[src/shared/tpg_timing_pkg.sv]
// Purpose: constants for the test pattern frame and line timing block
// Assumes: 200 MHz core clock, byte-wide indirect register port
// Notes:   16-bit values split high byte at lower offset, low byte next

package tpg_timing_pkg;

    // ------------------------------------------------------------------
    // register offsets
    // ------------------------------------------------------------------
    localparam logic [7:0] OFF_BAR_HIGH     = 8'h06;
    localparam logic [7:0] OFF_BAR_LOW      = 8'h07;
    localparam logic [7:0] OFF_ACT_HIGH     = 8'h08;
    localparam logic [7:0] OFF_ACT_LOW      = 8'h09;
    localparam logic [7:0] OFF_TOT_HIGH     = 8'h0a;
    localparam logic [7:0] OFF_TOT_LOW      = 8'h0b;
    localparam logic [7:0] OFF_PER_HIGH     = 8'h0c;
    localparam logic [7:0] OFF_PER_LOW      = 8'h0d;
    localparam logic [7:0] OFF_BACK_PORCH   = 8'h0e;
    localparam logic [7:0] OFF_FRONT_PORCH  = 8'h0f;
    localparam logic [7:0] OFF_STATUS       = 8'h1e;

    // ------------------------------------------------------------------
    // reset values
    // ------------------------------------------------------------------
    localparam logic [7:0] RST_BAR_HIGH     = 8'h00;
    localparam logic [7:0] RST_BAR_LOW      = 8'hf0;
    localparam logic [7:0] RST_ACT_HIGH     = 8'h01;
    localparam logic [7:0] RST_ACT_LOW      = 8'he0;
    localparam logic [7:0] RST_TOT_HIGH     = 8'h02;
    localparam logic [7:0] RST_TOT_LOW      = 8'h0d;
    localparam logic [7:0] RST_PER_HIGH     = 8'h0c;
    localparam logic [7:0] RST_PER_LOW      = 8'h67;
    localparam logic [7:0] RST_BACK_PORCH   = 8'h21;
    localparam logic [7:0] RST_FRONT_PORCH  = 8'h0a;

    // status register fields
    localparam int STAT_IN_FRAME  = 0;
    localparam int STAT_IN_ACTIVE = 1;
    localparam int STAT_IN_LINE   = 2;

    // ------------------------------------------------------------------
    // lane rate codes
    // ------------------------------------------------------------------
    localparam logic [1:0] LANE_400M = 2'h0;
    localparam logic [1:0] LANE_800M = 2'h1;
    localparam logic [1:0] LANE_1G2  = 2'h2;
    localparam logic [1:0] LANE_1G6  = 2'h3;

    // ------------------------------------------------------------------
    // line period units as multiples of the core clock period
    // ------------------------------------------------------------------
    localparam int CLK_PERIOD_PS   = 5000;
    localparam int UNIT_FAST_PS    = 10000;
    localparam int UNIT_SLOW_PS    = 20000;
    // 13.33 ns is held exactly as 40/3 ns
    localparam int UNIT_MID_NUM_PS = 40000;
    localparam int UNIT_MID_DEN    = 3;

    localparam logic [3:0] CYC_FAST_NUM = 4'(UNIT_FAST_PS / CLK_PERIOD_PS);
    localparam logic [3:0] CYC_SLOW_NUM = 4'(UNIT_SLOW_PS / CLK_PERIOD_PS);
    localparam logic [3:0] CYC_MID_NUM  = 4'(UNIT_MID_NUM_PS / CLK_PERIOD_PS);
    localparam logic [3:0] CYC_MID_DEN  = 4'(UNIT_MID_DEN);
    localparam logic [3:0] CYC_ONE_DEN  = 4'h1;

    // ------------------------------------------------------------------
    // frame regions
    // ------------------------------------------------------------------
    typedef enum logic [4:0] {
        ST_IDLE   = 5'b00001,
        ST_BACK   = 5'b00010,
        ST_ACTIVE = 5'b00100,
        ST_FRONT  = 5'b01000,
        ST_FILL   = 5'b10000
    } frame_state_e;

endpackage

[src/design/line_tick_gen.sv]
// Purpose: one-cycle pulse at every line period boundary
// Assumes: period given in lane-rate dependent units
// Notes:   fractional unit kept exact with a remainder accumulator

`timescale 1ns/1ps

module line_tick_gen
    import tpg_timing_pkg::*;
(
    // clock and reset
    input  wire logic        clk_i,
    input  wire logic        rst_n_i,
    // control
    input  wire logic        run_i,
    input  wire logic [1:0]  lane_rate_i,
    input  wire logic [15:0] period_i,
    // event
    output logic             tick_o
);

    typedef struct packed {
        logic [3:0]  acc;
        logic [15:0] units;
        logic        tick;
    } tick_state_s;

    tick_state_s s_q;
    tick_state_s s_d;
    logic [3:0]  num;
    logic [3:0]  den;
    logic [4:0]  acc_sum;

    always_comb begin
        case (lane_rate_i)
            LANE_400M: begin
                num = CYC_SLOW_NUM;
                den = CYC_ONE_DEN;
            end
            LANE_1G2: begin
                num = CYC_MID_NUM;
                den = CYC_MID_DEN;
            end
            default: begin
                num = CYC_FAST_NUM;
                den = CYC_ONE_DEN;
            end
        endcase
        acc_sum = {1'b0, s_q.acc} + {1'b0, den};
        s_d = s_q;
        s_d.tick = 1'b0;
        if (!run_i) begin
            s_d.acc = 4'h0;
            s_d.units = 16'h0000;
        end else if (acc_sum >= {1'b0, num}) begin
            s_d.acc = 4'(acc_sum - {1'b0, num});
            // a zero period behaves as one unit
            if (s_q.units + 16'h0001 >= period_i) begin
                s_d.units = 16'h0000;
                s_d.tick = 1'b1;
            end else begin
                s_d.units = s_q.units + 16'h0001;
            end
        end else begin
            s_d.acc = acc_sum[3:0];
        end
    end

    always_ff @(posedge clk_i or negedge rst_n_i) begin
        if (!rst_n_i) begin
            s_q <= '0;
        end else begin
            s_q <= s_d;
        end
    end

    assign tick_o = s_q.tick;

endmodule

[src/design/tpg_frame_timing.sv]
// Purpose: frame and line timing of the test pattern generator
// Assumes: byte-wide indirect register port, one byte per clock when active
// Notes:   timing values are shadowed at each frame start

`timescale 1ns/1ps

module tpg_frame_timing
    import tpg_timing_pkg::*;
(
    // clock and reset
    input  wire logic        clk_i,
    input  wire logic        rst_n_i,
    // register port
    input  wire logic [7:0]  reg_addr_i,
    input  wire logic [7:0]  reg_wdata_i,
    input  wire logic        reg_wr_i,
    input  wire logic        reg_rd_i,
    output logic [7:0]       reg_rdata_o,
    // neighbouring generator settings
    input  wire logic        generator_on_i,
    input  wire logic [15:0] active_line_bytes_i,
    input  wire logic [3:0]  bar_count_i,
    input  wire logic [1:0]  lane_rate_i,
    // frame and line events toward the transmit port
    output logic             frame_start_o,
    output logic             frame_end_o,
    output logic             line_start_o,
    output logic             byte_valid_o,
    output logic             byte_last_o,
    output logic [2:0]       bar_index_o
);

    // ------------------------------------------------------------------
    // state
    // ------------------------------------------------------------------
    typedef struct packed {
        logic [15:0]  bar_length;
        logic [15:0]  active_line_count;
        logic [15:0]  total_line_count;
        logic [15:0]  line_period;
        logic [7:0]   back_porch_count;
        logic [7:0]   front_porch_count;
        logic [15:0]  sh_bar;
        logic [15:0]  sh_act;
        logic [15:0]  sh_tot;
        logic [15:0]  sh_period;
        logic [7:0]   sh_back;
        logic [7:0]   sh_front;
        logic [15:0]  sh_bytes;
        logic [2:0]   sh_last_bar;
        frame_state_e state;
        logic [16:0]  line_no;
        logic [15:0]  bytes_left;
        logic [15:0]  bar_pos;
        logic [2:0]   bar_idx;
        logic [7:0]   rdata;
        logic         fs;
        logic         fe;
        logic         ls;
        logic         bv;
        logic         bl;
    } timing_state_s;

    timing_state_s s_q;
    timing_state_s s_d;
    logic          tick;
    logic          running;

    // ------------------------------------------------------------------
    // helpers
    // ------------------------------------------------------------------
    function automatic frame_state_e region(input logic [16:0] ln, input logic [16:0] back,
                                            input logic [16:0] act, input logic [16:0] front);
        if (ln < back) begin
            region = ST_BACK;
        end else if (ln < back + act) begin
            region = ST_ACTIVE;
        end else if (ln < back + act + front) begin
            region = ST_FRONT;
        end else begin
            region = ST_FILL;
        end
    endfunction

    // byte at one offset of a 16-bit value, high byte first
    function automatic logic [7:0] pick(input logic [15:0] v, input logic hi);
        pick = hi ? v[15:8] : v[7:0];
    endfunction

    assign running = (s_q.state != ST_IDLE);

    line_tick_gen u_tick (
        .clk_i       (clk_i),
        .rst_n_i     (rst_n_i),
        .run_i       (generator_on_i),
        .lane_rate_i (lane_rate_i),
        .period_i    (s_q.sh_period),
        .tick_o      (tick)
    );

    // ------------------------------------------------------------------
    // next state
    // ------------------------------------------------------------------
    always_comb begin
        logic [16:0] back;
        logic [16:0] act;
        logic [16:0] front;
        logic [16:0] fe_line;
        logic [16:0] frame_len;
        logic [16:0] nxt_line;
        logic        new_frame;
        logic        new_line;
        back = 17'h0_0000;
        act = 17'h0_0000;
        front = 17'h0_0000;
        fe_line = 17'h0_0000;
        frame_len = 17'h0_0000;
        nxt_line = 17'h0_0000;
        new_frame = 1'b0;
        new_line = 1'b0;
        s_d = s_q;
        s_d.fs = 1'b0;
        s_d.fe = 1'b0;
        s_d.ls = 1'b0;
        s_d.bv = 1'b0;
        s_d.bl = 1'b0;

        // register port
        if (reg_wr_i) begin
            case (reg_addr_i)
                OFF_BAR_HIGH:    s_d.bar_length[15:8] = reg_wdata_i;
                OFF_BAR_LOW:     s_d.bar_length[7:0] = reg_wdata_i;
                OFF_ACT_HIGH:    s_d.active_line_count[15:8] = reg_wdata_i;
                OFF_ACT_LOW:     s_d.active_line_count[7:0] = reg_wdata_i;
                OFF_TOT_HIGH:    s_d.total_line_count[15:8] = reg_wdata_i;
                OFF_TOT_LOW:     s_d.total_line_count[7:0] = reg_wdata_i;
                OFF_PER_HIGH:    s_d.line_period[15:8] = reg_wdata_i;
                OFF_PER_LOW:     s_d.line_period[7:0] = reg_wdata_i;
                OFF_BACK_PORCH:  s_d.back_porch_count = reg_wdata_i;
                OFF_FRONT_PORCH: s_d.front_porch_count = reg_wdata_i;
                default: ;
            endcase
        end
        if (reg_rd_i) begin
            case (reg_addr_i)
                OFF_BAR_HIGH:    s_d.rdata = pick(s_q.bar_length, 1'b1);
                OFF_BAR_LOW:     s_d.rdata = pick(s_q.bar_length, 1'b0);
                OFF_ACT_HIGH:    s_d.rdata = pick(s_q.active_line_count, 1'b1);
                OFF_ACT_LOW:     s_d.rdata = pick(s_q.active_line_count, 1'b0);
                OFF_TOT_HIGH:    s_d.rdata = pick(s_q.total_line_count, 1'b1);
                OFF_TOT_LOW:     s_d.rdata = pick(s_q.total_line_count, 1'b0);
                OFF_PER_HIGH:    s_d.rdata = pick(s_q.line_period, 1'b1);
                OFF_PER_LOW:     s_d.rdata = pick(s_q.line_period, 1'b0);
                OFF_BACK_PORCH:  s_d.rdata = s_q.back_porch_count;
                OFF_FRONT_PORCH: s_d.rdata = s_q.front_porch_count;
                OFF_STATUS: begin
                    s_d.rdata = 8'h00;
                    s_d.rdata[STAT_IN_FRAME] = running;
                    s_d.rdata[STAT_IN_ACTIVE] = (s_q.state == ST_ACTIVE);
                    s_d.rdata[STAT_IN_LINE] = (s_q.bytes_left != 16'h0000);
                end
                default:         s_d.rdata = 8'h00;
            endcase
        end

        // line sequencing
        back = {9'h000, s_q.sh_back};
        act = {1'b0, s_q.sh_act};
        front = {9'h000, s_q.sh_front};
        fe_line = back + act + front;
        // total shorter than the porches plus video still leaves room for frame end
        frame_len = ({1'b0, s_q.sh_tot} > fe_line) ? {1'b0, s_q.sh_tot}
                                                    : fe_line + 17'h0_0001;

        if (!generator_on_i) begin
            // stopping is immediate; a frame in flight is dropped without frame end
            s_d.state = ST_IDLE;
            s_d.line_no = 17'h0_0000;
            s_d.bytes_left = 16'h0000;
        end else begin
            if (s_q.state == ST_IDLE) begin
                new_frame = 1'b1;
            end else if (tick) begin
                nxt_line = s_q.line_no + 17'h0_0001;
                if (nxt_line >= frame_len) begin
                    new_frame = 1'b1;
                end else begin
                    new_line = 1'b1;
                end
            end

            if (new_frame) begin
                // shadow copies keep the running frame consistent
                s_d.sh_bar = s_q.bar_length;
                s_d.sh_act = s_q.active_line_count;
                s_d.sh_tot = s_q.total_line_count;
                s_d.sh_period = s_q.line_period;
                s_d.sh_back = s_q.back_porch_count;
                s_d.sh_front = s_q.front_porch_count;
                s_d.sh_bytes = active_line_bytes_i;
                s_d.sh_last_bar = (bar_count_i == 4'h0) ? 3'h0 : 3'(bar_count_i - 4'h1);
                s_d.fs = 1'b1;
                s_d.line_no = 17'h0_0000;
                s_d.state = region(17'h0_0000, {9'h000, s_q.back_porch_count},
                                   {1'b0, s_q.active_line_count},
                                   {9'h000, s_q.front_porch_count});
            end else if (new_line) begin
                s_d.line_no = nxt_line;
                s_d.state = region(nxt_line, back, act, front);
                s_d.fe = (nxt_line == fe_line);
            end

            if ((new_frame || new_line) && (s_d.state == ST_ACTIVE)) begin
                s_d.ls = 1'b1;
                s_d.bytes_left = new_frame ? active_line_bytes_i : s_q.sh_bytes;
                s_d.bar_pos = 16'h0000;
                s_d.bar_idx = 3'h0;
            end else if (s_q.bytes_left != 16'h0000) begin
                // a line longer than its period is cut at the next line start
                s_d.bv = 1'b1;
                s_d.bl = (s_q.bytes_left == 16'h0001);
                s_d.bytes_left = s_q.bytes_left - 16'h0001;
                // bar_pos counts bytes already sent in bar bar_idx
                if ((s_q.bar_pos != 16'h0000) && (s_q.bar_pos >= s_q.sh_bar) &&
                    (s_q.bar_idx != s_q.sh_last_bar)) begin
                    s_d.bar_pos = 16'h0001;
                    s_d.bar_idx = s_q.bar_idx + 3'h1;
                end else begin
                    // final bar runs on to the end of the line
                    s_d.bar_pos = s_q.bar_pos + 16'h0001;
                end
            end
        end
    end

    // ------------------------------------------------------------------
    // registers
    // ------------------------------------------------------------------
    always_ff @(posedge clk_i or negedge rst_n_i) begin
        if (!rst_n_i) begin
            s_q <= '0;
            s_q.bar_length <= {RST_BAR_HIGH, RST_BAR_LOW};
            s_q.active_line_count <= {RST_ACT_HIGH, RST_ACT_LOW};
            s_q.total_line_count <= {RST_TOT_HIGH, RST_TOT_LOW};
            s_q.line_period <= {RST_PER_HIGH, RST_PER_LOW};
            s_q.back_porch_count <= RST_BACK_PORCH;
            s_q.front_porch_count <= RST_FRONT_PORCH;
            s_q.state <= ST_IDLE;
        end else begin
            s_q <= s_d;
        end
    end

    // bar index and byte strobe leave the same flop stage, so they always agree
    assign reg_rdata_o = s_q.rdata;
    assign frame_start_o = s_q.fs;
    assign frame_end_o = s_q.fe;
    assign line_start_o = s_q.ls;
    assign byte_valid_o = s_q.bv;
    assign byte_last_o = s_q.bl;
    assign bar_index_o = s_q.bar_idx;

endmodule

[config.mk]
export PLATFORM = sky130hd
export DESIGN_NAME = tpg_frame_timing
export DESIGN_NICKNAME = d
export VERILOG_FILES = /design/src/shared/tpg_timing_pkg.sv /design/src/design/line_tick_gen.sv /design/src/design/tpg_frame_timing.sv
export SDC_FILE = /design/constraint.sdc
export NUM_CORES = 1
export LEC_CHECK = 0
export ABC_AREA = 1
export BUFFER_PORTS_ARGS = -buffer_cell sky130_fd_sc_hd__buf_2
export CAP_MARGIN = 20
export CORE_ASPECT_RATIO = 2
export CORE_MARGIN = 2
export CORE_UTILIZATION = 40
export DETAILED_ROUTE_END_ITERATION = 8
export PLACE_DENSITY = 0.55
export SYNTH_ARGS = -nofsm -noshare
export SYNTH_HDL_FRONTEND = slang
export SYNTH_SLANG_ARGS = --single-unit
[constraint.sdc]
create_clock -name clk_i -period 7.1 [get_ports clk_i]
set_clock_uncertainty 0.1 [all_clocks]
set_input_delay 0.355 -clock clk_i [delete_from_list [all_inputs] [get_ports clk_i]]
set_output_delay 0.355 -clock clk_i [all_outputs]
set_load 0.005 [all_outputs]
After elaboration in Yosys (flattened, before gate mapping)
Index checks and enable logic that the tools add are counted.
Operators by class
  add/subtract/negate cells: 13
  multipliers: 0
  divide/modulo/power cells: 0
  magnitude comparators: 11
  equality and inequality tests: 22
  shift-type cells: 0
  multiplexer cells: 44
  bitwise operators: 0
  reduce and logical (&&, ||, !) cells: 23
Operators with widths (count)
  $pmux 8 s11: 1
  $mux 17: 5
  $mux 35: 2
  $mux 22: 3
  $eq 8x4->1 const B: 8
  $mux 16: 3
  $mux 38: 1
  $mux 5: 7
  $add 17x1->17 const B: 2
  $add 17x8->17: 2
  $add 8x16->17: 2
  $lt 1x17->1 const A: 2
  $lt 17x17->1: 2
  $add 16x1->16 const B: 2
  $ge 16x16->1: 2
  $reduce_bool 16->1: 2
  $reduce_and 2->1: 12
  $mux 20: 1
  $eq 17x17->1: 1
  $ge 17x17->1: 1
  $gt 16x17->1: 1
  $lt 17x8->1: 1
  $eq 16x1->1 const B: 1
  $eq 8x3->1 const B: 2
  other kinds (26): 47
Word-level totals
  register bits: 270
  latch bits: 0
  RAM bits: 0
  ROM bits: 0
  input bits: 43
  output and inout port bits: 16
  logic and storage cells: 145
  memories kept: 0

Logic depth before layout (Yosys ltp)
Gate-level depths: netlist (run 1).
  depth in word-level cells: 16
  depth in mapped cells: 52
  mapped depth without buffers: 51

Modules after synthesis
From an unflattened synthesis (run 1), not the netlist that was laid out.
Second synthesis, totals
  cells, all modules: 2532
  area total of the unflattened synthesis: 18729.2 um^2
Modules (own cells, without submodules)
  tpg_frame_timing: instances 1, cells an instance 2263, area an instance 16824.9 um^2, seq. area each 6261.0 um^2
  line_tick_gen: instances 1, cells an instance 269, area an instance 1904.3 um^2, seq. area each 525.5 um^2

Least setup slack after synthesis (run 1)
No wires, ideal clock.
  path type: reg2reg
  start point: register s_q[97] (netlist name)
  end point: register s_q[126] (netlist name)
  setup time: 131 ps
  arrival: 5947 ps
  data required time: 6869 ps
  path slack: 922 ps
  cell stages (with the launch flop): 44
  buffers on the path: 3
  clock period less this slack: 6178 ps
  cell sequence: dfrtp_1 > ha_1 > inv_1 > fa_1 > inv_1 > nand3_1 > nand2_2 > a21oi_1 > xnor2_1 > ha_1 > nand2_1 > inv_1 > a21oi_1 > nand2_1 > a21oi_1 > nor2_1 > nand4_1 > xor2_1 > [... 8 more ...] > clkbuf_2 > nand2_1 > ha_1 > nand2_1 > inv_1 > nand3_1 > nor3_1 > nand4_1 > nand4_1 > nand2_1 > nand2_2 > inv_1 > nor2_2 > inv_1 > clkbuf_1 > clkbuf_1 > nand2_1 > o21ai_0
On the way
  longest elaborated chain between the ends: 10
  elaborated cells on any way between the ends: 11
  those cells by class: add/sub (3); order compare (2); mux (5); reduce/logical (1)
Ends and longest elaborated chain
  from (decl): line tpg_frame_timing.sv:64  | timing_state_s s_q;
  $add 8x16->17 (*): line tpg_frame_timing.sv:170  | fe_line = back + act + front;
  $add 17x8->17 (*): line tpg_frame_timing.sv:170
  $add 17x1->17 or $gt 16x17->1 (tied branches): line tpg_frame_timing.sv:173, tpg_frame_timing.sv:172
  $mux 17 (*): line tpg_frame_timing.sv:172  | frame_len = ({1'b0, s_q.sh_tot} > fe_line) ? {1'b0, s_q.sh_tot}
  $ge 17x17->1 (*): line tpg_frame_timing.sv:185  | if (nxt_line >= frame_len) begin
  $mux 1 (*): line tpg_frame_timing.sv:185
  $mux 1 (*): line tpg_frame_timing.sv:183  | end else if (tick) begin
  $mux 1 (*): line tpg_frame_timing.sv:181  | if (s_q.state == ST_IDLE) begin
  $mux 1 (*): line tpg_frame_timing.sv:175  | if (!generator_on_i) begin
  $reduce_and 2->1 (no source line) (*)
Every way passes the cells marked *; elsewhere a longest branch is shown, timed or not. The select of a mux whose other input is x is not followed.
A chain may end at the register's enable or synchronous reset.

Worst setup path in the final report (run 1)
  start point: register s_q[101] (netlist name)
  end point: register s_q[45] (netlist name)
On the way
  longest elaborated chain between the ends: 16
  elaborated cells on any way between the ends: 30
  those cells by class: add/sub (3); order compare (5); eq/ne (2); mux (18); reduce/logical (2)
Ends and longest elaborated chain
  $add 8x16->17: line tpg_frame_timing.sv:76, tpg_frame_timing.sv:78, tpg_frame_timing.sv:170
  $add 17x8->17: line tpg_frame_timing.sv:78, tpg_frame_timing.sv:170
  $add 17x1->17 or $gt 16x17->1 (tied branches): line tpg_frame_timing.sv:173, tpg_frame_timing.sv:172
  $mux 17: line tpg_frame_timing.sv:172
  $ge 17x17->1: line tpg_frame_timing.sv:185
  $mux 1: line tpg_frame_timing.sv:185
  $mux 1: line tpg_frame_timing.sv:183
  $mux 1: line tpg_frame_timing.sv:181
  $mux 1: line tpg_frame_timing.sv:175
  $mux 22: line tpg_frame_timing.sv:207  | end else if (new_line) begin
  $mux 22: line tpg_frame_timing.sv:192  | if (new_frame) begin
  $mux 22: line tpg_frame_timing.sv:175
  $eq 5x3->1: line tpg_frame_timing.sv:213  | if ((new_frame || new_line) && (s_d.state == ST_ACTIVE)) begin
  $logic_and 1x1->1: line tpg_frame_timing.sv:213
  $mux 35: line tpg_frame_timing.sv:213
  $mux 38: line tpg_frame_timing.sv:175
Several ways; a longest one is shown, not always the timed one. The select of a mux whose other input is x is not followed.

==> results.md, run 1 <==
- The flow ran to the end, and the final reports show no timing, DRC or antenna violations.
- The number of fill cells in the layout is 4662.
- By count the netlist is led by nand2_1, inv_1, dfrtp_1, o21ai_0.
- In this run, synthesis produced a sequential element count of 270.
- The final-report hold violation count is 0.
- The number of nets in the finished design is 2756.
- The via count of the first global-routing pass was 16920.
- The maximum number of buffers from clock root to sink is 3.
- The kind of end point of the critical path is a register.
- For the worst setup path, the data required time is 7.48 ns.
- In this run the worst path has a maximum fanout of 17.
- The vias after detailed routing is between 15000 and 20000.
- The I/O pin total is 59.
- The fraction of synthesis flops using an asynchronous set or reset pin is 100.0%.
- The worst setup path is launched from a register.
- The synthesized design devotes to its leading area cell type 33.16% of total area.
- The pre-CTS setup slack is -0.1324 ns.
- The register area share after synthesis is ~37%.
- In this run the remaining antenna-violating nets after routing total 0.
- The path class of the tightest hold or removal check is input pin to register.
- The area of the mapped netlist is 0.01857 sq mm.
- In this run the mean area of a mapped cell was 7.483 sq um.
- On the worst path, the slowest cell contributes a delay of around 0.42 ns.
- The first global-routing pass estimated about 94000 um of wire.
- The normalized max-slew margin is ~29%.
- At the end of the flow the core is filled with cells to 45.89%.
- The slew at the pin closest to its max-slew limit is 1.058 ns.
- The max-slew violation count came to 0.
- The total of endpoints with negative setup slack in the final report is 0.
- The standby leakage power is ~10 nW.
- The per-cell routed wire length is 19.37 um.
- The initial antenna violation count is 0.
- In the routed design, unresolved DRC markers number 0.
- Static timing analysis puts the maximum clock frequency at 150.8 MHz.
- The die covers 0.04826 sq mm.
- The simple-gate portion of the synthesized area is 26.54%.
- The xor and xnor fraction of the mapped netlist area is 4.097%.
- By area the synthesized netlist is led by dfrtp_1, nand2_1, ha_1.
- The number of port buffers is 58.
- The latest clock arrival within the worst-skew pair is 0.59 ns.
- VDD sags by at most 0.3050 mV.
- After clock tree synthesis, the clock-pin slew on the worst setup and hold paths is 0.07 ns.
- The met3 usage in global routing is 2.017%.
- The fraction of the mapped netlist area in adder cells is about a tenth.
- The number of library cell types mapped by synthesis is 64.
- Data on the critical path arrives at its endpoint at 7.01 ns.
- The met2 track demand over resource in global routing is 48.55%.
- Max-cap violations in this run came to 0.
- Using the TritonRoute via totals, the vias-per-cell ratio works out to 5.320.
- The total number of clock tree sinks is 270.
- The area fraction in compound gates after synthesis is between 10% and 20%.
- The global-route congestion overflow total is 0.
- The minimum clock period is 6.631 ns.
- After the flow finishes, the layout carries non-filler instances totaling 3147.
- During synthesis, Yosys emitted a total of 0 warnings.
- The standard cell with the maximum stage delay on the critical path is dfrtp_1.
- The initial utilization of the core area, before any placement, comes to 40.51%.
- The most used flip-flop cell after synthesis is dfrtp_1.
- The maximum number of pins on one net before global-route repair is 98.
- Dividing the final minimum period by the clock period gives 93.39%.
- The total power draw is 8.643 mW.
- The clock tree root driver cell is clkbuf_16.
- The repair_antennas step left the layout with diodes totalling 0.
- The largest total area in the synthesized netlist belongs to dfrtp_1.
- In this run, CTS created clock tree buffers numbering 29.
- The pre-antenna-repair detailed-routing pass consisted of 5 iterations.
- The final HPWL from detailed placement is 47820 um.
- In this run the core area contains 111 standard-cell rows.
- The floorplan step defined a core boundary enclosing 0.04583 sq mm.
- The number of instances in the placed design is 3057.
- Synthesis handed over a netlist of 2481 instances.
- The congestion estimate from routability-driven global placement came to about 0.97.
- The die is between 300 and 400 um tall.
- The type of the worst setup path is register to register.
- The multiplexer area fraction after synthesis is 0.1213%.
- The number of design-rule violations left by the first detailed-router iteration is 874.
- The width of the chip is 156.3 um.
- The total routing usage reported by global routing is between 20% and 30%.
- Counting every net in the synthesized netlist gives around 2700.
- The share of final-layout standard cells stronger than drive strength 1 is 11.31%.
- The setup slack of the critical path after layout is 0.4691 ns.
- The routing layer with the top usage in global route is met2.
- CTS built an H-tree with a depth of 1.
- In this design, the critical path's most frequently occurring cell is nand2_1.
- The library cell with the highest instance count after synthesis is nand2_1.
- The clock tree from TritonCTS is yes.
- The power per standard cell area is 411.0 mW/mm^2.
- Summed over all layers, the routed wires come to roughly 61000 um.
- For this run, global-route usage on met1 was measured as 25.72%.
- By area, the combinational part of the netlist is dominated by simple AND/OR/NAND/NOR gates.
- Relative to the synthesized area, the layout overhead comes to 13.28%.
- The number of synthesized flops with an enable pin is 0.
==> critical path: cells and delay by family (launching register included) <==
kind,cells,cell delay (ns)
XOR/XNOR,2,0.44
adder cells (fa/ha/maj),4,1.18
AND/OR/NAND/NOR,22,2.26
buffers and inverters,8,0.99
AO/OA/AOI/OAI,10,1.13
flip-flops,1,0.42
==> cell type report <==
type | instances | area [sq um] | share of cell area (%)
multi-input combinational | 1792 | 10270 | 48.83
sequential | 270 | 6787 | 32.27
inverter | 348 | 1306 | 6.211
timing repair buffer | 118 | 978.4 | 4.652
clock buffer | 38 | 799.5 | 3.802
tap | 565 | 706.9 | 3.361
clock inverter | 16 | 183.9 | 0.8745
==> power by group <==
group / total, mW / switching (mW) / leakage (nW) / internal, mW
combinational: 5.03 / 3.19 / 6.32 / 1.84
sequential: 2.03 / 0.221 / 3.60 / 1.81
clock: 1.58 / 0.698 / 0.477 / 0.882
==> routing by layer <==
metal	wire length [um]	up-vias
met3	1689	180
met5	0	-
li1	-	8260
met1	21930	7925
met4	4696	0
met2	32620	376
==> what timing repair did <==
item | CTS | global route
pin swaps | 0 | 19
cloned | 0 | 4
endpoints found under the hold margin | 108 | 0
hold buffers | 20 | 0
setup buffers | 0 | 12
gates resized for setup | 2 | 45
endpoints found under the setup margin | 58 | 158
==> final timing paths <==
check | end | slack (ns) | cells past startpoint | startpoint
max | s_q[45]$_DFFE_PN0P_ | 0.47 | 46 | s_q[101]$_DFFE_PN0P_
min reg2reg | s_q[140]$_DFFE_PN0P_ | 0.38 | 2 | s_q[140]$_DFFE_PN0P_
min in group asynchronous | s_q[84]$_DFFE_PN0P_ | 0.28 | 2 | rst_n_i
min | reg_rdata_o[3]$_DFFE_PN0P_ | 0.03 | 3 | reg_rd_i
max reg2reg | s_q[45]$_DFFE_PN0P_ | 0.47 | 46 | s_q[101]$_DFFE_PN0P_
max in group asynchronous | s_q[231]$_DFFE_PN0P_ | 5.07 | 3 | rst_n_i
==> registers in the layout, indices dropped and copies added, names as in the netlist, 3 cells and up <==
register and cells:
s_q 233, bar_index_o 3, u_tick.s_q 20, reg_rdata_o 8
==> kinds of logic after synthesis <==
| kind of cell | count (synthesis) |
|---|---|
| simple gates | 1128 |
| xor+xnor | 86 |
| fa+ha+maj | 154 |
| mux | 2 |
| buf+inv | 419 |
| flops | 270 |
| compound gates | 422 |
==> through the flow <==
stage | TNS [ns] | instance area (sq um) | hold WS, ns
global placement | 0 | 19430 | 0.3386
finish | 0 | 21030 | 0.03152
global route | -1.299 | 21030 | 0.03947
detailed placement | -4.100 | 19430 | 0.3484
floorplan | 0 | 18570 | -0.04059
CTS | 0 | 20630 | 0.005572
==> placed cells by master (no fill, tap or decap), drive strengths merged, types with 60 or more instances in the layout <==
| cell type | count |
|---|---|
| nand2 | 708 |
| inv | 348 |
| o21ai | 269 |
| dfrtp | 246 |
| nor2 | 169 |
| ha | 148 |
| nand3 | 131 |
| buf | 94 |
| a21oi | 80 |
| xor2 | 60 |
No activity file was read; power rests on OpenSTA's default activity.
==> inputs of run 2 (changes only) <==
- ABC_AREA: 1 -> not set
- PLACE_DENSITY: 0.55 -> 0.57
- clock period: 7.1 -> 5.85 ns (I/O delays scaled with it)
==> results.md, run 2 <==
- The run finished, with violations left.
- The final reports fail on setup timing.
- The relative area change from synthesis to final layout is 25.87%.
- The type of the worst setup path is register to register.
- The number of port buffers is 58 (unchanged).
- The largest delay contributor family on the critical path is compound AO/OA/AOI/OAI gates.
- The slew at the pin closest to its max-slew limit was 1.187 ns (+0.1297 ns).
- The width of the chip is 152.9 um (-2.2%).
- The standard cell with the maximum stage delay on the critical path is or4b_4.
- The instance count of the mapped netlist is 1919 (-23%).
- The per-cell via count in the routed design is 5.732 (+7.7%).
- The routability congestion estimate from global placement was 0.9293 (-4.6%).
- The worst setup path is launched from a register.
- The combinational group share of total power is 65.4% (+7.1 points).
- The number of DRC violations after detailed routing was 0 (unchanged).
- Setup repair after global routing could not meet its margin everywhere.
- The clock slew seen by the registers of the worst setup and hold paths is 0.07 ns (about the same).
- The max-slew violation count came to 0 (unchanged).
- The number of buffer and inverter instances along the worst setup path came to 6 (-2).
- The clock group share of total power is 15.1% (-3.2 points).
- The vias after detailed routing is 15720 (-6.1%).
- The endpoint arrival time on the critical path is 7.96 ns (+0.95 ns).
- The most common cell after layout, fill and taps aside is nand2_1.
- Sorting the synthesized cells by area gives the leading types as dfrtp_1, ha_1, nand2_1.
- The footprint of the multi-input gates is 0.01064 sq mm (+3.6%).
- The vertical die dimension came to 301.8 um (-2.2%).
- The number of design-rule violations left by the first detailed-router iteration is 864 (-1.1%).
- The starting utilization of the core area is 40.28% (-0.23 points).
- The global-route congestion overflow total is 0 (unchanged).
- The final-report hold violation count came to 0 (unchanged).
- The detailed-routing iteration count for the pre-antenna-repair pass is 6 (+1).
- The number of nets still failing antenna checks after routing is 0 (unchanged).
- For this run, the leading register cell type out of synthesis is dfrtp_1.
- The worst hold-check slack came to 0.02690 ns (-0.004620 ns).
- The warning count from the yosys run was 0 (unchanged).
- Ranked by flip-flop count, first place goes to s_q.
- The total of endpoints with negative setup slack in the final report is 160 (+160).
- Leaving out fill and tap cells, the most frequent cells in the layout are nand2_1, dfrtp_1, buf_4.
- By instance count, the cell type seen most on the critical path is ha_1.
- The count of state elements after synthesis is 270 (unchanged).
- The worst stage delay on the critical path is 0.52 ns (+0.10 ns).
- The top cell type by total area after synthesis is dfrtp_1.
- The internal power is 7.551 mW (+67%).
- The latest clock arrival within the worst-skew pair is 0.56 ns (-0.03 ns).
- The normalized max-slew margin was 20.36% (-8.5 points).
- The fmax came to 131.3 MHz (-13%).
- The flip-flop count of the largest register after layout is 233 (unchanged).
- The number of rows in the core area came to 109 (-1.8%).
- The number of library cell types mapped by synthesis is 84 (+31%).
- The per-cell routed wire length came to 21.59 um (+11%).
- The non-filler instance count after layout was 2742 (-13%).
- The first-pass GRT wire length is 88060 um (-6.0%).
- The net count of the mapped netlist is 2116 (-21%).
- The path class of the tightest hold or removal check is input pin to register.
- The minimum clock period was 7.616 ns (+0.9851 ns).
- The switching fraction of total power is 40.28% (-7.3 points).
- The final worst-path cycle share is 130.2% (+37 points).
- The via count of the first global-routing pass is 16000 (-5.4%).
- The mean instance size in the synthesized netlist is 9.245 sq um (+24%).
- The fraction of synthesis flops using an asynchronous set or reset pin is 100.0% (unchanged).
- The area of the mapped netlist is 0.01774 sq mm (-4.4%).
- The share of final-layout standard cells stronger than drive strength 1 came to 24.98% (+14 points).
- The total of max-cap violations came to 0 (unchanged).
- The number of instances in the placed design is 2605 (-15%).
- The initial antenna violation count is 3 (+3).
- The die area was 0.04616 sq mm (-4.4%).
- The total routing usage reported by global routing is 24.31% (-1.0 points).
- The maximum vdd ir drop is 0.4706 mV (+54%).
- The standard cell core area is 0.04405 sq mm (-3.9%).
- The total CTS buffers came to 26 (-10%).
- The aggregate negative setup slack came to -241.28 ns (-241.28 ns).
- The clock tree from TritonCTS is yes.
- The total number of H-tree levels is 1 (unchanged).
- The core occupancy in the finished layout is 50.70% (+4.8 points).
- The area share of the leading cell type in the synthesized netlist is 34.70% (+1.5 points).
- The area of all sequential standard cells is 0.006787 sq mm (unchanged).
- The total number of clock tree sinks was 270 (unchanged).
- The worst endpoint required time is 6.19 ns (-1.29 ns).
- The number of nets in the finished design is 2363 (-14%).
- The worst-path maximum fanout is 6 (-11).
- The power per standard cell area is 566.2 mW/mm^2 (+38%).
- The tree is rooted in a clkbuf_16.
- The proportion of power drawn by flip-flops and latches is 19.6% (-3.9 points).
- The number of fill cells in the layout is 4088 (-12%).
- The maximum number of pins on one net before global-route repair is 153 (+56%).
- The register area share after synthesis was 38.25% (+1.7 points).
- The setup slack of the critical path after layout is -1.766 ns (-2.235 ns).
- The kind of end point of the critical path is a register.
- By count the netlist is led by nand2_1, dfrtp_1, ha_1, o21ai_0, inv_1.
- The maximum number of buffers from clock root to sink is 3 (unchanged).
- The number of synthesized flops with an enable pin was 0 (unchanged).
- The final HPWL from detailed placement is 42630 um (-11%).
- The sum of routed wire length over all layers is 59190 um (-2.9%).
- The I/O pin total was 59 (unchanged).
- The net switching power came to 5.094 mW (+24%).
- The standby leakage power is 10.82 nW (+4.0%).
- The library cell with the highest instance count after synthesis is nand2_1.
## run 2: routing by layer
metal,vias up,wire length (um),part of all wire [%],track usage (%)
li1,7384,-,-,-
met1,7629,19260,33,22.71
met3,244,1877,3.2,2.378
met4,4,5487,9.3,19.27
met2,455,32530,55,47.47
met5,-,27,0.046,0
## run 2: area by class of cell
type,instances,area share (%)
inverters,103,1.798
well taps,555,3.109
flip-flops and latches,270,30.39
clock buffers,36,3.401
clock inverters,12,0.8796
multi-input cells,1456,47.65
diodes,1,0.01121
repair buffers,309,12.76
## run 2: cells by family (layout without fill, tap and decap cells)
logic type / after synthesis / count (layout) / synth area share (%)
AOI/OAI and AO/OA: 430 / 430 / 16.23
DFF: 270 / 270 / 38.25
other: 0 / 1 / 0
xor gates and xnor gates: 100 / 100 / 4.979
adders and majority gates: 155 / 155 / 11.17
buffers and inverters: 193 / 460 / 4.492
muxes: 126 / 126 / 7.786
and+or+nand+nor: 645 / 645 / 17.09
## run 2: final timing paths
check / from / end / slack, ns / cells after the start
worst max-delay path: s_q[98]$_DFFE_PN0P_ / s_q[17]$_DFFE_PN0P_ / -1.77 / 37
worst min-delay path: reg_rd_i / reg_rdata_o[6]$_DFFE_PN0P_ / 0.03 / 2
worst max register to register: s_q[98]$_DFFE_PN0P_ / s_q[17]$_DFFE_PN0P_ / -1.77 / 37
worst min register to register: s_q[78]$_DFFE_PN0P_ / s_q[78]$_DFFE_PN0P_ / 0.38 / 2
max in group asynchronous: rst_n_i / s_q[145]$_DFFE_PN0P_ / 3.90 / 3
min in group asynchronous: rst_n_i / s_q[86]$_DFFE_PN0P_ / 0.29 / 2
## run 2: timing repair
item | 4_1_cts | 5_1_grt
hold buffers | 22 | 0
pin swaps | 16 | 22
endpoints found under the setup margin | 160 | 160
buffers inserted | 18 | 31
gates resized for setup | 55 | 74
gates cloned | 7 | 12
hold endpoints to repair | 134 | 0
## run 2: power groups by stage
stage          clock network, mW  logic, mW  registers (mW)
5_1_grt                     2.01       8.80            2.51
3_5_place_dp                   0       5.52            2.50
3_3_place_gp                   0       5.42            2.49
2_1_floorplan                  0       4.07            2.39
4_1_cts                     1.94       6.67            2.47
6_report                    1.90       8.26            2.48
## run 2: metrics by stage
step | setup WS [ns] | cell area, sq um | total power [mW]
6_report | -1.766 | 22330 | 12.65
3_3_place_gp | -1.470 | 19780 | 7.905
5_1_grt | -2.049 | 22330 | 13.33
2_1_floorplan | -1.358 | 18100 | 6.465
3_5_place_dp | -1.760 | 19780 | 8.017
4_1_cts | -1.394 | 21520 | 11.08
## run 2: worst register-to-register path, delay by kind of cell, from the launching register on
family / cells / cell delay [ns]
AO/OA/AOI/OAI: 17 / 3.08
adder cells (fa/ha/maj): 5 / 1.41
AND/OR/NAND/NOR: 7 / 1.35
buffers and inverters: 6 / 0.90
flip-flops: 1 / 0.39
XOR/XNOR: 1 / 0.16
multiplexers: 1 / 0.11
==> inputs of run 3 (changes only) <==
- CORE_ASPECT_RATIO: 2 -> not set
==> results.md, run 3 (synthesis gave the netlist of run 2 again) <==
- The number of rows in the core area is 77 (-29%).
- The vias after detailed routing came to 15030 (-4.4%).
- The number of port buffers is 58 (unchanged).
- The per-cell routed wire length was 18.52 um (-14%).
- The number of nets in the finished design is 2313 (-2.1%).
- The startpoint identified for the worst hold timing path is bar_count_i[3].
- The die area is 0.04606 sq mm (-0.22%).
- The power per standard cell area came to 499.4 mW/mm^2 (-12%).
- The register-to-register path setup slack was -1.60 ns (+0.17 ns).
- The first-pass GRT wire length came to 81100 um (-7.9%).
- The area of all sequential standard cells is 0.006787 sq mm (unchanged).
- The pre-CTS setup slack came to -1.554 ns (+0.2059 ns).
- Setup repair after global routing could not meet its margin everywhere.
- The total number of H-tree levels is 1 (unchanged).
- The global-route congestion overflow total is 0 (unchanged).
- The total CTS buffers was 31 (+19%).
- The I/O pin total is 59 (unchanged).
- The share of final-layout standard cells stronger than drive strength 1 came to 23.08% (-1.9 points).
- The top cell types in the final layout, fill and taps aside, are nand2_1, dfrtp_1, buf_4.
- The detailed-routing iteration count for the pre-antenna-repair pass is 7 (+1).
- The final worst-path cycle share is 127.4% (-2.8 points).
- The via count of the first global-routing pass came to 14880 (-7.0%).
- The standby leakage power is 10.48 nW (-3.2%).
- The worst hold path endpoint is s_q[70]$_DFFE_PN0P_.
- The number of fill cells in the layout came to 4085 (-0.073%).
- The maximum number of buffers from clock root to sink is 3 (unchanged).
- The register bank with the most flops is s_q.
- The slew at the pin closest to its max-slew limit was 1.011 ns (-0.1762 ns).
- The final HPWL from detailed placement is 37420 um (-12%).
- The routability congestion estimate from global placement is 0.8986 (-3.3%).
- The critical path is of the register to register type.
- The most common cell after layout, fill and taps aside is nand2_1.
- The flip-flop count of the largest register after layout is 233 (unchanged).
- The number of instances in the placed design came to 2628 (+0.88%).
- The number of nets still failing antenna checks after routing is 0 (unchanged).
- The width of the chip is 214.6 um (+40%).
- The maximum vdd ir drop is 0.3001 mV (-36%).
- TritonCTS built the clock tree.
- The final-report hold violation count is 0 (unchanged).
- Compared with the post-synthesis result, the final layout area differs by 22.50%.
- The checks that failed: setup timing.
- The normalized max-slew margin is 32.07% (+12 points).
- The worst-path maximum fanout was 8 (+2).
- The total routing usage reported by global routing is 21.69% (-2.6 points).
- The per-cell via count in the routed design was 5.502 (-4.0%).
- The sum of routed wire length over all layers came to 50590 um (-15%).
- The total of max-cap violations came to 0 (unchanged).
- The latest clock arrival within the worst-skew pair is 0.57 ns (about the same).
- The worst setup path is captured at a register.
- The clock slew seen by the registers of the worst setup and hold paths came to 0.06 ns (about the same).
- The worst stage delay on the critical path is 0.62 ns (+0.10 ns).
- The non-filler instance count after layout is 2732 (-0.36%).
- The slowest stage of the critical path belongs to the cell or4b_4.
- STA classifies the critical path startpoint as a register.
- The startpoint identified for the worst register-to-register timing path is s_q[98]$_DFFE_PN0P_.
- The number of inserted diodes came to 0 (-1).
- The worst endpoint required time is 6.22 ns (+0.03 ns).
- The worst reg2reg path depth is 33 (-11%).
- The number of cells on the worst hold path is 3 (+1).
- The max-slew violation count was 0 (unchanged).
- The flow ran to the end, but the final reports show violations.
- The number of DRC violations after detailed routing is 0 (unchanged).
- The starting utilization of the core area was 40.30% (about the same).
- The endpoint of the worst register-to-register path is s_q[47]$_DFFE_PN0P_.
- The endpoint arrival time on the critical path was 7.82 ns (-0.14 ns).
- In this run the worst hold path is classified as input pin to register.
- The aggregate negative setup slack came to -207.90 ns (+33.37 ns).
- The total of endpoints with negative setup slack in the final report is 160 (unchanged).
- The fmax is 134.2 MHz (+2.2%).
- The number of design-rule violations left by the first detailed-router iteration is 1018 (+18%).
- The standard cell core area is 0.04403 sq mm (about the same).
- The initial antenna violation count is 0 (-3).
- The setup slack of the critical path after layout is -1.601 ns (+0.1654 ns).
- The vertical die dimension is 214.6 um (-29%).
- The total number of clock tree sinks was 270 (unchanged).
- The footprint of the multi-input gates is 0.01059 sq mm (-0.46%).
- The minimum clock period is 7.451 ns (-0.1654 ns).
- The maximum number of pins on one net before global-route repair is 176 (+15%).
- The clock tree root driver cell is clkbuf_16.
==> run 3: metrics by stage <==
step,power [mW],utilization [%],area (sq um),hold slack [ns]
after global placement,7.855,44.84,19740,0.2859
after CTS,10.40,48.40,21310,0.001859
after detailed placement,7.954,44.85,19750,0.2845
final,10.86,49.36,21730,0.01480
after floorplan,6.465,-,18100,-0.1031
after global routing,11.61,49.36,21730,0.03261
==> run 3: worst max path at each step <==
stage,start,end,slack [ns],depth (start not counted)
final,s_q[98]$_DFFE_PN0P_,s_q[47]$_DFFE_PN0P_,-1.60,33
after global routing,s_q[137]$_DFFE_PN0P_,s_q[17]$_DFFE_PN0P_,-1.81,34
after CTS,s_q[98]$_DFFE_PN0P_,s_q[17]$_DFFE_PN0P_,-1.47,34
after detailed placement,s_q[98]$_DFFE_PN0P_,bar_index_o[1]$_DFFE_PN0P_,-1.55,34
after global placement,s_q[98]$_DFFE_PN0P_,s_q[17]$_DFFE_PN0P_,-1.37,33
after floorplan,s_q[97]$_DFFE_PN0P_,bar_index_o[1]$_DFFE_PN0P_,-1.36,35
==> run 3: power by group <==
group          internal (mW)  switching, mW
Clock                   1.41          0.806
Sequential              2.19          0.284
Combinational           2.91           3.25
==> run 3: layout make-up <==
| class | instances | share of cell area [%] |
|---|---|---|
| Clock buffer | 39 | 4.030 |
| Clock inverter | 18 | 1.416 |
| Inverter | 103 | 1.813 |
| Multi-Input combinational cell | 1456 | 48.74 |
| Sequential cell | 270 | 31.22 |
| Tap cell | 592 | 3.408 |
| Timing Repair Buffer | 254 | 9.372 |
==> run 3: repair_timing <==
| action | CTS | global route |
|---|---|---|
| gates resized for setup | 21 | 50 |
| hold buffers | 22 | 0 |
| endpoints found under the setup margin | 160 | 160 |
| gates cloned | 0 | 5 |
| hold endpoints to repair | 126 | 0 |
| setup buffers | 9 | 13 |
| pin swaps | 23 | 17 |
==> run 3: critical path: cells and delay by family, from the launching register on <==
kind	cells	cell delay, ns
mux	1	0.12
xor+xnor	1	0.15
simple gates	6	1.45
compound gates	14	2.76
buf+inv	6	0.96
flops	1	0.43
fa+ha+maj	5	1.35
==> run 3: layer usage <==
| layer | global-route usage (%) | vias to the layer above | routed length, um |
|---|---|---|---|
| met5 | 0 | - | 0 |
| met4 | 5.625 | 0 | 1254 |
| met3 | 2.255 | 84 | 2015 |
| met2 | 36.65 | 314 | 24340 |
| met1 | 29.73 | 7370 | 22980 |
| li1 | - | 7264 | - |
